==> src/design/plcc_pkg.sv <==
// Purpose: Shared constants for the per-port link capability and control registers
// Assumes: 32-bit register port, byte offsets as printed
// Notes: Port 0 is the upstream port, ports 1..3 are downstream
package plcc_pkg;
    // Register offsets (byte addresses)
    localparam logic [7:0] LCAP_OFF = 8'hCC;
    localparam logic [7:0] LCTL_OFF = 8'hD0;
    localparam logic [7:0] OVR_OFF = 8'hE0;
    localparam logic [7:0] STAT_OFF = 8'hE4;
    // Capability field positions
    localparam int CAP_SPD_LSB = 0;
    localparam int CAP_WID_LSB = 4;
    localparam int CAP_ASPM_LSB = 10;
    localparam int CAP_L0S_LSB = 12;
    localparam int CAP_L1_LSB = 15;
    localparam int CAP_CPM_BIT = 18;
    localparam int CAP_SD_BIT = 19;
    localparam int CAP_DLA_BIT = 20;
    localparam int CAP_BWN_BIT = 21;
    localparam int CAP_PORT_LSB = 24;
    // Capability reset values
    localparam logic [3:0] SPD_RST = 4'h2;
    localparam logic [5:0] WID_RST = 6'h01;
    localparam logic [1:0] ASPM_SUP_RST = 2'h3;
    localparam logic [2:0] L0S_LAT_RST = 3'h3;
    localparam logic [2:0] L1_LAT_RST = 3'h0;
    // Control field positions
    localparam int CTL_ASPM_LSB = 0;
    localparam int CTL_RCB_BIT = 3;
    localparam int CTL_DIS_BIT = 4;
    localparam int CTL_RETR_BIT = 5;
    localparam int CTL_CCC_BIT = 6;
    localparam int CTL_ESYN_BIT = 7;
    localparam int CTL_HAWD_BIT = 9;
    localparam int CTL_BWMI_BIT = 10;
    localparam int CTL_ABWI_BIT = 11;
    localparam logic [1:0] ASPM_CTL_RST = 2'h0;
    // Override port bit layout (side channel load)
    localparam int OVR_ASPM_LSB = 0;
    localparam int OVR_L0S_LSB = 2;
    localparam int OVR_L1_LSB = 5;
    localparam int OVR_CPM_BIT = 8;
    localparam int OVR_PORT_LSB = 16;
    // Ordered set counts for extended synch
    localparam logic [12:0] FTS_EXT = 13'h1000;
    localparam logic [12:0] TS1_EXT = 13'h0400;
    localparam int NPORT = 4;
endpackage : plcc_pkg

==> src/design/plcc_port.sv <==
// Purpose: One switch port's link capability and control register pair
// Assumes: Writes are single-cycle with full word data
// Notes: Upstream selects hardwired bits; training status is set by a retrain request and cleared by train_done from the core
`timescale 1ns/100ps
`default_nettype none
module plcc_port #(
    parameter logic [7:0] PORT_IDX = 8'h00,
    parameter bit UPSTREAM = 1'b0
) (
    // Clock and reset
    input wire logic clk,
    input wire logic reset_n,
    // Register writes
    input wire logic wr_cap,
    input wire logic wr_ctl,
    input wire logic [31:0] wdata,
    // Side channel override load
    input wire logic ovr_load,
    input wire logic [31:0] ovr_data,
    // Link core status
    input wire logic train_done,
    // Register views and controls
    output logic [31:0] cap_word,
    output logic [15:0] ctl_word,
    output logic link_disable,
    output logic retrain_pulse,
    output logic training,
    output logic [1:0] aspm_en,
    output logic l0s_rx_allowed,
    output logic [12:0] fts_count,
    output logic [12:0] ts1_count
);
    logic [1:0] aspm_sup_r;
    logic [2:0] l0s_lat_r;
    logic [2:0] l1_lat_r;
    logic cpm_r;
    logic [7:0] port_num_r;
    logic [1:0] aspm_r;
    logic dis_r;
    logic ccc_r;
    logic esyn_r;
    logic hawd_r;
    logic bwmi_r;
    logic abwi_r;
    logic retr_r;
    logic train_r;
    logic retr_req;

    // Override-capable capability fields; only side channel reaches them
    always_ff @(posedge clk) begin
        if (!reset_n) begin
            aspm_sup_r <= plcc_pkg::ASPM_SUP_RST;
            l0s_lat_r <= plcc_pkg::L0S_LAT_RST;
            l1_lat_r <= plcc_pkg::L1_LAT_RST;
            cpm_r <= UPSTREAM;
            port_num_r <= PORT_IDX;
        end else if (ovr_load) begin
            aspm_sup_r <= ovr_data[plcc_pkg::OVR_ASPM_LSB +: 2];
            l0s_lat_r <= ovr_data[plcc_pkg::OVR_L0S_LSB +: 3];
            l1_lat_r <= ovr_data[plcc_pkg::OVR_L1_LSB +: 3];
            cpm_r <= ovr_data[plcc_pkg::OVR_CPM_BIT];
            port_num_r <= ovr_data[plcc_pkg::OVR_PORT_LSB +: 8];
        end
    end

    // Capability word; config writes are ignored since every field is read-only
    always_comb begin
        cap_word = 32'h0000_0000;
        cap_word[plcc_pkg::CAP_SPD_LSB +: 4] = plcc_pkg::SPD_RST;
        cap_word[plcc_pkg::CAP_WID_LSB +: 6] = plcc_pkg::WID_RST;
        cap_word[plcc_pkg::CAP_ASPM_LSB +: 2] = aspm_sup_r;
        cap_word[plcc_pkg::CAP_L0S_LSB +: 3] = l0s_lat_r;
        cap_word[plcc_pkg::CAP_L1_LSB +: 3] = l1_lat_r;
        cap_word[plcc_pkg::CAP_CPM_BIT] = cpm_r;
        cap_word[plcc_pkg::CAP_SD_BIT] = !UPSTREAM;
        cap_word[plcc_pkg::CAP_DLA_BIT] = 1'b0;
        cap_word[plcc_pkg::CAP_BWN_BIT] = !UPSTREAM;
        cap_word[plcc_pkg::CAP_PORT_LSB +: 8] = port_num_r;
    end

    // Writable control bits
    always_ff @(posedge clk) begin
        if (!reset_n) begin
            aspm_r <= plcc_pkg::ASPM_CTL_RST;
            dis_r <= 1'b0;
            ccc_r <= 1'b0;
            esyn_r <= 1'b0;
            hawd_r <= 1'b0;
            bwmi_r <= 1'b0;
            abwi_r <= 1'b0;
        end else if (wr_ctl) begin
            aspm_r <= wdata[plcc_pkg::CTL_ASPM_LSB +: 2];
            dis_r <= wdata[plcc_pkg::CTL_DIS_BIT] & !UPSTREAM;
            ccc_r <= wdata[plcc_pkg::CTL_CCC_BIT];
            esyn_r <= wdata[plcc_pkg::CTL_ESYN_BIT];
            hawd_r <= wdata[plcc_pkg::CTL_HAWD_BIT];
            bwmi_r <= wdata[plcc_pkg::CTL_BWMI_BIT] & !UPSTREAM;
            abwi_r <= wdata[plcc_pkg::CTL_ABWI_BIT] & !UPSTREAM;
        end
    end

    // Retrain is a write-one pulse, never stored for readback
    assign retr_req = wr_ctl && wdata[plcc_pkg::CTL_RETR_BIT] && !UPSTREAM;
    always_ff @(posedge clk) begin
        if (!reset_n) begin
            retr_r <= 1'b0;
        end else begin
            retr_r <= retr_req;
        end
    end

    // Training flag: a new request wins over a completion in the same cycle
    always_ff @(posedge clk) begin
        if (!reset_n) begin
            train_r <= 1'b0;
        end else if (retr_req) begin
            train_r <= 1'b1;
        end else if (train_done) begin
            train_r <= 1'b0;
        end
    end

    // Control word view; RCB, retrain and reserved read zero
    always_comb begin
        ctl_word = 16'h0000;
        ctl_word[plcc_pkg::CTL_ASPM_LSB +: 2] = aspm_r;
        ctl_word[plcc_pkg::CTL_RCB_BIT] = 1'b0;
        ctl_word[plcc_pkg::CTL_DIS_BIT] = dis_r;
        ctl_word[plcc_pkg::CTL_RETR_BIT] = 1'b0;
        ctl_word[plcc_pkg::CTL_CCC_BIT] = ccc_r;
        ctl_word[plcc_pkg::CTL_ESYN_BIT] = esyn_r;
        ctl_word[plcc_pkg::CTL_HAWD_BIT] = hawd_r;
        ctl_word[plcc_pkg::CTL_BWMI_BIT] = bwmi_r;
        ctl_word[plcc_pkg::CTL_ABWI_BIT] = abwi_r;
    end

    // Controls toward the link layer
    assign link_disable = dis_r;
    assign retrain_pulse = retr_r;
    assign training = train_r;
    assign aspm_en = aspm_r;
    assign l0s_rx_allowed = 1'b1;
    assign fts_count = esyn_r ? plcc_pkg::FTS_EXT : 13'h0000;
    assign ts1_count = esyn_r ? plcc_pkg::TS1_EXT : 13'h0000;

    // Capability write strobe is deliberately unused: the word is read-only
    logic unused_cap;
    assign unused_cap = wr_cap;
endmodule : plcc_port
`default_nettype wire

==> src/design/plcc_regs.sv <==
// Purpose: Four-port link capability and control register bank
// Assumes: Port 0 upstream, ports 1..3 downstream; synchronous active-low reset
// Notes: Port select is a separate input; zero-count outputs mean normal synch length
`timescale 1ns/100ps
`default_nettype none
module plcc_regs (
    // Clock and reset
    input wire logic CLK,
    input wire logic RESET_N,
    // Register port
    input wire logic [1:0] PORT_SEL,
    input wire logic [7:0] ADDR,
    input wire logic [31:0] WDATA,
    input wire logic WR,
    input wire logic RD,
    output logic [31:0] RDATA,
    // Link core status per port
    input wire logic [3:0] TRAIN_DONE,
    // Per-port link controls
    output logic [3:0] LINK_DISABLE,
    output logic [3:0] RETRAIN,
    output logic [7:0] ASPM_EN,
    output logic [3:0] L0S_RX_ALLOWED,
    output logic [51:0] FTS_COUNT,
    output logic [51:0] TS1_COUNT
);
    logic [31:0] cap_words [plcc_pkg::NPORT];
    logic [15:0] ctl_words [plcc_pkg::NPORT];
    logic [3:0] training;
    logic [3:0] wr_cap;
    logic [3:0] wr_ctl;
    logic [3:0] ovr_load;
    logic [31:0] rd_nxt;
    logic [31:0] rdata_r;

    // Decode one-hot write strobes per port
    always_comb begin
        wr_cap = 4'h0;
        wr_ctl = 4'h0;
        ovr_load = 4'h0;
        if (WR && ADDR == plcc_pkg::LCAP_OFF) begin
            wr_cap[PORT_SEL] = 1'b1;
        end else if (WR && ADDR == plcc_pkg::LCTL_OFF) begin
            wr_ctl[PORT_SEL] = 1'b1;
        end else if (WR && ADDR == plcc_pkg::OVR_OFF) begin
            ovr_load[PORT_SEL] = 1'b1;
        end
    end

    // One register pair per port; port 0 is the upstream port
    genvar g;
    generate
        for (g = 0; g < plcc_pkg::NPORT; g++) begin : g_port
            plcc_port #(
                .PORT_IDX(8'(g)),
                .UPSTREAM(g == 0)
            ) u_port (
                .clk(CLK),
                .reset_n(RESET_N),
                .wr_cap(wr_cap[g]),
                .wr_ctl(wr_ctl[g]),
                .wdata(WDATA),
                .ovr_load(ovr_load[g]),
                .ovr_data(WDATA),
                .train_done(TRAIN_DONE[g]),
                .cap_word(cap_words[g]),
                .ctl_word(ctl_words[g]),
                .link_disable(LINK_DISABLE[g]),
                .retrain_pulse(RETRAIN[g]),
                .training(training[g]),
                .aspm_en(ASPM_EN[2*g +: 2]),
                .l0s_rx_allowed(L0S_RX_ALLOWED[g]),
                .fts_count(FTS_COUNT[13*g +: 13]),
                .ts1_count(TS1_COUNT[13*g +: 13])
            );
        end
    endgenerate

    // Read mux; unmapped addresses return zero
    always_comb begin
        rd_nxt = 32'h0000_0000;
        if (ADDR == plcc_pkg::LCAP_OFF) begin
            rd_nxt = cap_words[PORT_SEL];
        end else if (ADDR == plcc_pkg::LCTL_OFF) begin
            rd_nxt = {16'h0000, ctl_words[PORT_SEL]};
        end else if (ADDR == plcc_pkg::STAT_OFF) begin
            rd_nxt = {28'h0000000, training};
        end
    end

    // Read data stands only in the cycle after the strobe
    always_ff @(posedge CLK) begin
        if (!RESET_N) begin
            rdata_r <= 32'h0000_0000;
        end else if (RD) begin
            rdata_r <= rd_nxt;
        end else begin
            rdata_r <= 32'h0000_0000;
        end
    end
    assign RDATA = rdata_r;
endmodule : plcc_regs
`default_nettype wire

==> config.mk <==
export PLATFORM = sky130hd
export DESIGN_NAME = plcc_regs
export DESIGN_NICKNAME = d
export VERILOG_FILES = /design/src/design/plcc_pkg.sv /design/src/design/plcc_port.sv /design/src/design/plcc_regs.sv
export SDC_FILE = /design/constraint.sdc
export NUM_CORES = 1
export LEC_CHECK = 0
export ABC_AREA = 1
export CAP_MARGIN = 25
export CORE_MARGIN = 3
export CORE_UTILIZATION = 25
export DETAILED_ROUTE_END_ITERATION = 8
export DONT_BUFFER_PORTS = 1
export PLACE_DENSITY_LB_ADDON = 0.05
export SLEW_MARGIN = 20
export SYNTH_ARGS = -nofsm -noshare
export SYNTH_HDL_FRONTEND = slang
export SYNTH_SLANG_ARGS = --single-unit
==> constraint.sdc <==
create_clock -name CLK -period 0.99 [get_ports CLK]
set_input_delay 0.0495 -clock CLK [delete_from_list [all_inputs] [get_ports CLK]]
set_output_delay 0.0495 -clock CLK [all_outputs]
set_load 0.05 [all_outputs]
# Word-level counts from Yosys, hierarchy flattened
# Cells that the tools add are included.
# classes
bitwise,1
n_eq_ne,4
muxes,30
magnitude_cmp,3
reduce_logical,11
# ops
cell,count
$mux 32,3
$bmux 32 s2,1
$mux 13,4
$mux 16,3
$mux 11,4
$bmux 16 s2,1
$eq 8x8->1 const B,4
$mux 4,6
$logic_and 1x1->1,7
$mux 1,7
$reduce_bool 2->1,3
$ge 3x3->1 const B,1
$lt 2x3->1 const B,1
$not 2->3,1
$demux 1 s2,1
$ge 2x1->1 const B,1
$reduce_and 2->1,1
# totals
reg_bits,135
output_inout_bits,156
in_bits,50
word_cells,101

# Longest topological paths before layout
# Gate-level depths: netlist of run 1.
# logic_depth
ltp_word,8
ltp_mapped,8
ltp_nobuf,8

# By module
# From an unflattened synthesis of run 1, not the netlist that was laid out.
# hier_totals
hier_cells,1222
area_unflattened_um2,8390.5
# by_module_without_submodules
mod,area_each_um2,cells_per_inst,instances
plcc_port at g_port[1].u_port ...,1539.0,216,2
plcc_regs,2414.8,383,1
plcc_port at g_port[3].u_port,1512.7,214,1
plcc_port at g_port[0].u_port,1385.1,193,1

# Least setup slack after synthesis of run 1
# OpenSTA, ideal clock, no wires.
# synth_path
kind,input to register
startpoint,input port ADDR[2]
endpoint,register g_port[0].u_port.l0s_lat_r[2]
arrival_time_ns,0.925
required_time_ns,0.858
path_slack_ns,-0.068
setup_ns,0.132
path_buffers,1
cell_stages,7
path_cell_list,nor2_2 > nand2_2 > nor2_8 > nand3_4 > buf_2 > nand2_1 > a21oi_1
# synth_via
elab_chain_len,5
elab_cells_between_ends,9
classes_between,3 x eq/ne; 3 x mux; 3 x reduce/logical
# synth_lines
item,line,source
"start, declared",plcc_regs.sv:12,"input wire logic [7:0] ADDR,"
$eq 8x8->1,plcc_regs.sv:45,end else if (WR && ADDR == plcc_pkg::OVR_OFF) begin
$logic_and 1x1->1,plcc_regs.sv:45,
$mux 4,plcc_regs.sv:45,
$mux 4,plcc_regs.sv:43,end else if (WR && ADDR == plcc_pkg::LCTL_OFF) begin
$mux 4 (*),plcc_regs.sv:41,if (WR && ADDR == plcc_pkg::LCAP_OFF) begin
"end signal, assigned",plcc_port.sv:53,l0s_lat_r <= plcc_pkg::L0S_LAT_RST;
"end signal, assigned",plcc_port.sv:59,l0s_lat_r <= ovr_data[plcc_pkg::OVR_L0S_LSB +: 3];
"end, declared",plcc_port.sv:34,logic [2:0] l0s_lat_r;
# Mark *: on every way between the ends. The rest lies on a longest branch, timed or not.
# A chain may end at the register's enable or synchronous reset.

# Worst setup path in the final report of run 1
# layout_path
startpoint,register g_port[2].u_port.esyn_r
endpoint,output port FTS_COUNT[38]
# layout_via
elab_chain_len,1
# layout_lines
item,line,source
"start, declared",plcc_port.sv:41,logic esyn_r;
"start signal, assigned",plcc_port.sv:95,esyn_r <= wdata[plcc_pkg::CTL_ESYN_BIT];
$mux 13,plcc_port.sv:143,assign fts_count = esyn_r ? plcc_pkg::FTS_EXT : 13'h0000;
"end, declared",plcc_regs.sv:24,"output logic [51:0] FTS_COUNT,"
# Every way passes these cells.

==> results.py, run 1 <==
metrics = {
    "run_status": {
        "outcome": "finished, violations left",
        "violations": "hold timing, setup timing",
    },
    "routing": {
        "viasPerCell": 4.50,
        "first_iter_violations": 341,
        "drc_errors": 0,
        "finalWirelength_mm": 19.1,
        "firstDrtPassIters": 4,
        "final_antenna_net_count": 0,
        "wl_per_cell_um": 16.1,
        "num_vias": 5364,
    },
    "logic_synthesis": {
        "synthTopCellsByCount": "nand2_1, dfxtp_1, buf_4, a21oi_1, nand4_1",
        "ys.warnings.count": 0,
        "ys_ff_latch": 129,
        "synth-main-ff-cell": "dfxtp_1",
        "synth_seq_area_share_pct": 41.9,
        "syn-cell-area_um2": 6170,
        "synth.area.top_cells": "dfxtp_1, buf_4, nand2_1, nand4_1, a21oi_1",
        "synth_top_area_cell": "dfxtp_1",
        "async_flop_share_pct": 0,
        "netlist.area_leader.share_pct": 41.9,
        "syn_area_per_cell_um2": 7.82,
        "synth-edff-count": 0,
        "yosysMostFrequentCell": "nand2_1",
        "syn_inst": 789,
        "synthDistinctLibCells": 27,
    },
    "sta": {
        "fin_ws_ns": -0.0263,
        "hold_ws_ns": -0.158,
        "slew_viol_final": 0,
        "layout_min_cycle_time_ns": 1.02,
        "rsz0062_at_grt": "true",
        "hold_viol": 80,
        "final-setup-viol-count": 8,
        "fin_crit_sh_pct": 103,
        "skew_ns": 0.0132,
        "max_clock_freq_mhz": 984,
        "final.setup.tns_ns": -0.147,
    },
    "floorplanning": {
        "io_pins": 206,
        "coreArea_um2": 23800,
        "fp-row-count": 56,
        "start_util_pct": 25.9,
        "fp.dieArea_um2": 26600,
        "die_h_um": 163,
        "die_w_um": 163,
    },
    "critical_path": {
        "cp_max_fo": 2,
        "crit_required_ns": 0.94,
        "worstPathArrival_ns": 0.97,
        "crit_path_end_kind": "output port",
        "worstPathBufferInverterCount": 1,
        "cp_slowest_cell": "dfxtp_4",
        "start_kind": "flip-flop",
        "path_delay_family": "flip-flops",
        "critPathKind": "reg -> out",
        "slowest_delay_ns": 0.37,
        "crit_path_cell_trace": "buf_12",
    },
    "clocking": {
        "clk_path_buf_depth": 2,
        "cts_tree": "yes",
        "cts-buffers-inserted": 17,
        "htree_levels": 4,
        "clk-insertion-delay-late_ns": 0.43,
        "cts_sinks": 129,
        "ctsHoldBuffers": 31,
        "cts_root_buf": "clkbuf_16",
        "clk_pin_slew_ns": 0.06,
    },
    "power_and_ir_drop": {
        "power.leakage_nw": 3.12,
        "power_mw": 13.6,
        "cellPowerDensity_nw_per_um2": 1690,
        "peakVddDrop_v": 0.000778,
    },
    "grt": {
        "grt-ovfl-total": 0,
        "first_global_vias": 5138,
        "grt_pass1_wl_mm": 29.8,
        "grt_max_degree": 75,
        "antenna_found_initial": 0,
        "gr-usage-all-layers_pct": 14.5,
    },
    "finish": {
        "multi_input_area_um2": 2760,
        "stdcell_count": 1191,
        "drive_gt1_share_pct": 21.9,
        "final_util_pct": 33.9,
        "seq_area_um2": 2650,
        "fillCellCount": 2443,
        "diodes": 0,
        "area_growth_pct": 31.0,
        "finalNetCount": 909,
    },
    "worst_hold_path": {
        "min_path_type": "in -> reg",
    },
    "job": {
        "cap_violations": 0,
    },
    "placement": {
        "dpl.cell_count": 1115,
        "gp_congestion": 0.728,
        "dpl_worst_slack_ns": -0.198,
        "hpwl_mm": 12.1,
        "placement.io_buffers": 0,
    },
}
-- through the flow --
step	hold WS, ns	area [um2]
2_1_floorplan	0.163	6610
3_3_place_gp	0.148	6660
3_5_place_dp	0.153	6660
4_1_cts	-0.198	8020
5_1_grt	-0.196	8080
6_report	-0.158	8080
-- per-layer routing --
| layer | GRT usage (%) | share of wire [%] | vias up |
|---|---|---|---|
| li1 | - | - | 2605 |
| met1 | 18.3 | 44 | 2565 |
| met2 | 24.4 | 49 | 176 |
| met3 | 3.53 | 5.1 | 18 |
| met4 | 4.46 | 1.4 | 0 |
| met5 | 0 | 0 | - |
-- timing repair --
action / 4_1_cts / 5_1_grt
buffers inserted: 13 / 0
gates resized for setup: 90 / 26
pin swaps: 0 / 4
endpoints found under the setup margin: 46 / 46
hold endpoints to repair: 111 / 77
-- state kept, by name (all words and copies together), names as in the netlist --
| register | count |
|---|---|
| g_port.u_port.aspm_sup_r | 8 |
| g_port.u_port.l0s_lat_r | 12 |
| g_port.u_port.link_disable | 3 |
| g_port.u_port.aspm_en | 8 |
| g_port.u_port.esyn_r | 4 |
| g_port.u_port.ccc_r | 4 |
| g_port.u_port.bwmi_r | 3 |
| g_port.u_port.hawd_r | 4 |
| g_port.u_port.retrain_pulse | 3 |
| g_port.u_port.training | 3 |
| g_port.u_port.cpm_r | 4 |
| g_port.u_port.l1_lat_r | 12 |
| RDATA | 26 |
| g_port.u_port.abwi_r | 3 |
| g_port.u_port.port_num_r | 32 |
-- worst paths after layout --
check,slack [ns],endpoint,start,depth (start not counted)
min,-0.16,g_port[2].u_port.l1_lat_r[0],WR,2
max reg2reg,0.04,RDATA[1],g_port[0].u_port.aspm_en[1],7
max,-0.03,FTS_COUNT[38],g_port[2].u_port.esyn_r,1
min reg2reg,0.46,RDATA[2],g_port[2].u_port.training,2
-- final cells by class --
type | instances | share of cell area, %
Multi-Input combinational cell | 569 | 34.2
Clock inverter | 11 | 2.18
Tap cell | 319 | 4.94
Inverter | 16 | 0.743
Clock buffer | 21 | 5.82
Timing Repair Buffer | 126 | 19.3
Sequential cell | 129 | 32.8
-- cell usage in the layout, fill, tap and decap left out, drive strengths merged --
master / instances
clkinv: 2
dfxtp: 129
dlygate4sd3: 29
a22oi: 20
bufinv: 4
clkinvlp: 4
nor3: 3
conb: 107
a21oi: 77
nand3: 64
nor2: 21
o21ai: 1
clkbuf: 21
buf: 97
inv: 17
a31oi: 19
nand4: 71
nand2: 184
o22ai: 1
or2: 1
-- report_power, final --
part,internal (mW),switching (mW)
Sequential,5.17,0.00116
Combinational,0.235,1.29
Clock,4.43,2.48
-- cells by family (layout without fill, tap and decap cells) --
logic type	count (synthesis)	in the layout	synth area share (%)
buffers and inverters	196	174	20.6
AOI/OAI and AO/OA	118	118	10.8
DFF	129	129	41.9
other	2	107	0.122
and+or+nand+nor	344	344	26.6
(Power assumes the default switching activity.)
==> run 2: changes to the inputs <==
--- a/config.mk
+++ b/config.mk
@@ -8,7 +8,7 @@
 export ABC_AREA = 1
 export CAP_MARGIN = 25
 export CORE_MARGIN = 3
-export CORE_UTILIZATION = 25
+export CORE_UTILIZATION = 57
 export DETAILED_ROUTE_END_ITERATION = 8
 export DONT_BUFFER_PORTS = 1
 export PLACE_DENSITY_LB_ADDON = 0.05
==> run 2 against run 1 <==
- the flow still finishes with violations (hold timing, setup timing)
- die area shrank 54%
- global-route usage grew 13 points
- sequential cell count is the same
- via count grew 6.1%
- clock-buffer cell count grew 2
- register-to-register slack lost 0.04 ns
- cell count shrank 15%
- hold slack lost 0.22 ns
- core utilization grew 41 points
- largest cell class unchanged
==> results.py, run 2 (same netlist as run 1, synthesis figures left out) <==
metrics = {
    "sta": {
        "final.setup.tns_ns": -3.81,
        "hold_ws_ns": -0.382,
        "rsz0062_at_grt": "true",
        "final-setup-viol-count": 57,
        "max_clock_freq_mhz": 901,
        "layout_min_cycle_time_ns": 1.11,
        "skew_ns": 0.0134,
        "hold_viol": 95,
        "fin_ws_ns": -0.120,
        "slew_viol_final": 0,
        "fin_crit_sh_pct": 112,
    },
    "critical_path": {
        "crit_path_cell_trace": "buf_12",
        "worstPathBufferInverterCount": 1,
        "startpoint": "g_port[0].u_port.esyn_r",
        "rr_endpoint": "RDATA[4]",
        "start_kind": "flip-flop",
        "reg2reg_setup_slack_ns": 0,
        "path_delay_family": "flip-flops",
        "crit_end": "FTS_COUNT[12]",
        "critPathKind": "reg -> out",
        "cp.depth": 1,
        "crit_required_ns": 0.94,
        "cp_slowest_cell": "dfxtp_4",
        "crit_path_end_kind": "output port",
        "worstRegToRegCells": 6,
        "rr_startpoint": "g_port[2].u_port.link_disable",
        "cp_max_fo": 2,
        "worstPathArrival_ns": 1.06,
        "slowest_delay_ns": 0.36,
    },
    "run_status": {
        "outcome": "finished, violations left",
        "violations": "hold timing, setup timing",
    },
    "finish": {
        "finalInstanceArea_um2": 7840,
        "diodes": 0,
        "largest_reg_flops": 32,
        "area_growth_pct": 27.0,
        "finalNetCount": 913,
        "multi_input_area_um2": 2800,
        "seq_area_um2": 2640,
        "final_common_cell": "nand2_1",
        "layout_common_cells": "nand2_1, conb_1, dfxtp_1, a21oi_1, nand4_1",
        "final_util_pct": 75.2,
        "fillCellCount": 745,
        "drive_gt1_share_pct": 23.7,
        "regMostFlops": "g_port.u_port.port_num_r",
    },
    "routing": {
        "final_antenna_net_count": 0,
        "finalWirelength_mm": 17.5,
        "first_iter_violations": 577,
        "wl_per_cell_um": 17.2,
        "num_vias": 5689,
        "firstDrtPassIters": 7,
        "viasPerCell": 5.62,
        "drc_errors": 0,
    },
    "floorplanning": {
        "fp.dieArea_um2": 12100,
        "coreArea_um2": 10400,
        "die_h_um": 110,
        "start_util_pct": 59.2,
        "io_pins": 206,
        "fp-row-count": 37,
        "die_w_um": 110,
    },
    "power_and_ir_drop": {
        "cellPowerDensity_nw_per_um2": 1640,
        "power.leakage_nw": 3.14,
        "peakVddDrop_v": 0.00141,
    },
    "clocking": {
        "htree_levels": 4,
        "cts_sinks": 129,
        "cts-buffers-inserted": 17,
        "clk_path_buf_depth": 2,
        "clk_pin_slew_ns": 0.06,
        "cts_tree": "yes",
        "clk-insertion-delay-late_ns": 0.53,
        "cts_root_buf": "clkbuf_8",
    },
    "job": {
        "cap_violations": 0,
    },
    "worst_hold_path": {
        "min_path_type": "in -> reg",
    },
    "grt": {
        "grt_pass1_wl_mm": 25.8,
        "first_global_vias": 5131,
        "grt-ovfl-total": 0,
        "antenna_found_initial": 0,
        "grt_max_degree": 75,
        "gr-usage-all-layers_pct": 27.4,
    },
    "placement": {
        "placed_cell_area_um2": 6320,
        "hpwl_mm": 9.88,
        "dpl_worst_slack_ns": -0.202,
        "placement.io_buffers": 0,
        "gp_congestion": 0.845,
    },
}
run 2: cell types whose count changed in the layout (fill, tap and decap cells not counted), sizes merged:
cell	delta
buf	+1
bufinv	-2
clkbuf	+5
clkinv	+3
clkinvlp	-2
dlygate4sd3	-3
dlymetal6s4s	+1
inv	-1
nand3	+2
run 2: through the flow:
stage	std cells	total power [mW]
6_report	1012	12.8
5_1_grt	1012	13.1
4_1_cts	1003	12.8
3_5_place_dp	931	6.60
3_3_place_gp	931	6.60
2_1_floorplan	894	6.84
run 2: area by class of cell:
cell class / instances / area share [%]
Clock buffer: 23 / 6.21
Clock inverter: 9 / 1.33
Inverter: 16 / 0.767
Multi-Input combinational cell: 571 / 35.7
Sequential cell: 129 / 33.7
Tap cell: 136 / 2.17
Timing Repair Buffer: 128 / 20.1
run 2: worst min path at each step:
stage                                                end  cells after the start     startpoint
after global placement    g_port[2].u_port.aspm_sup_r[0]                      1        RESET_N
after global routing      g_port[3].u_port.port_num_r[1]                      1        RESET_N
final                             g_port[0].u_port.cpm_r                      1        RESET_N
after floorplan                g_port[1].u_port.training                      1  TRAIN_DONE[1]
after detailed placement          g_port[0].u_port.cpm_r                      1        RESET_N
after CTS                         g_port[0].u_port.cpm_r                      1        RESET_N
run 2: repair_timing:
action	CTS	global route
endpoints found under the setup margin	49	167
pin swaps	0	11
gates cloned	0	5
resized for setup	116	25
endpoints found under the hold margin	127	109
hold buffers	26	3
buffers inserted	14	3
run 2: metal layers:
| metal | track usage [%] | wire, um | vias to the layer above | part of all wire, % |
|---|---|---|---|---|
| li1 | - | - | 2619 | - |
| met1 | 33.4 | 6690 | 2700 | 38 |
| met2 | 46.8 | 8910 | 339 | 51 |
| met3 | 7.05 | 1620 | 31 | 9.3 |
| met4 | 9.26 | 231 | 0 | 1.3 |
| met5 | 0 | 0 | - | 0 |
run 2: power breakdown:
| part | total, mW | switching (mW) | leakage (nW) | internal, mW |
|---|---|---|---|---|
| Sequential | 5.19 | 0.00125 | 1.06 | 5.19 |
| Clock | 6.14 | 2.24 | 0.290 | 3.90 |
| Combinational | 1.49 | 1.26 | 1.79 | 0.233 |
| Total | 12.8 | 3.50 | 3.14 | 9.32 |
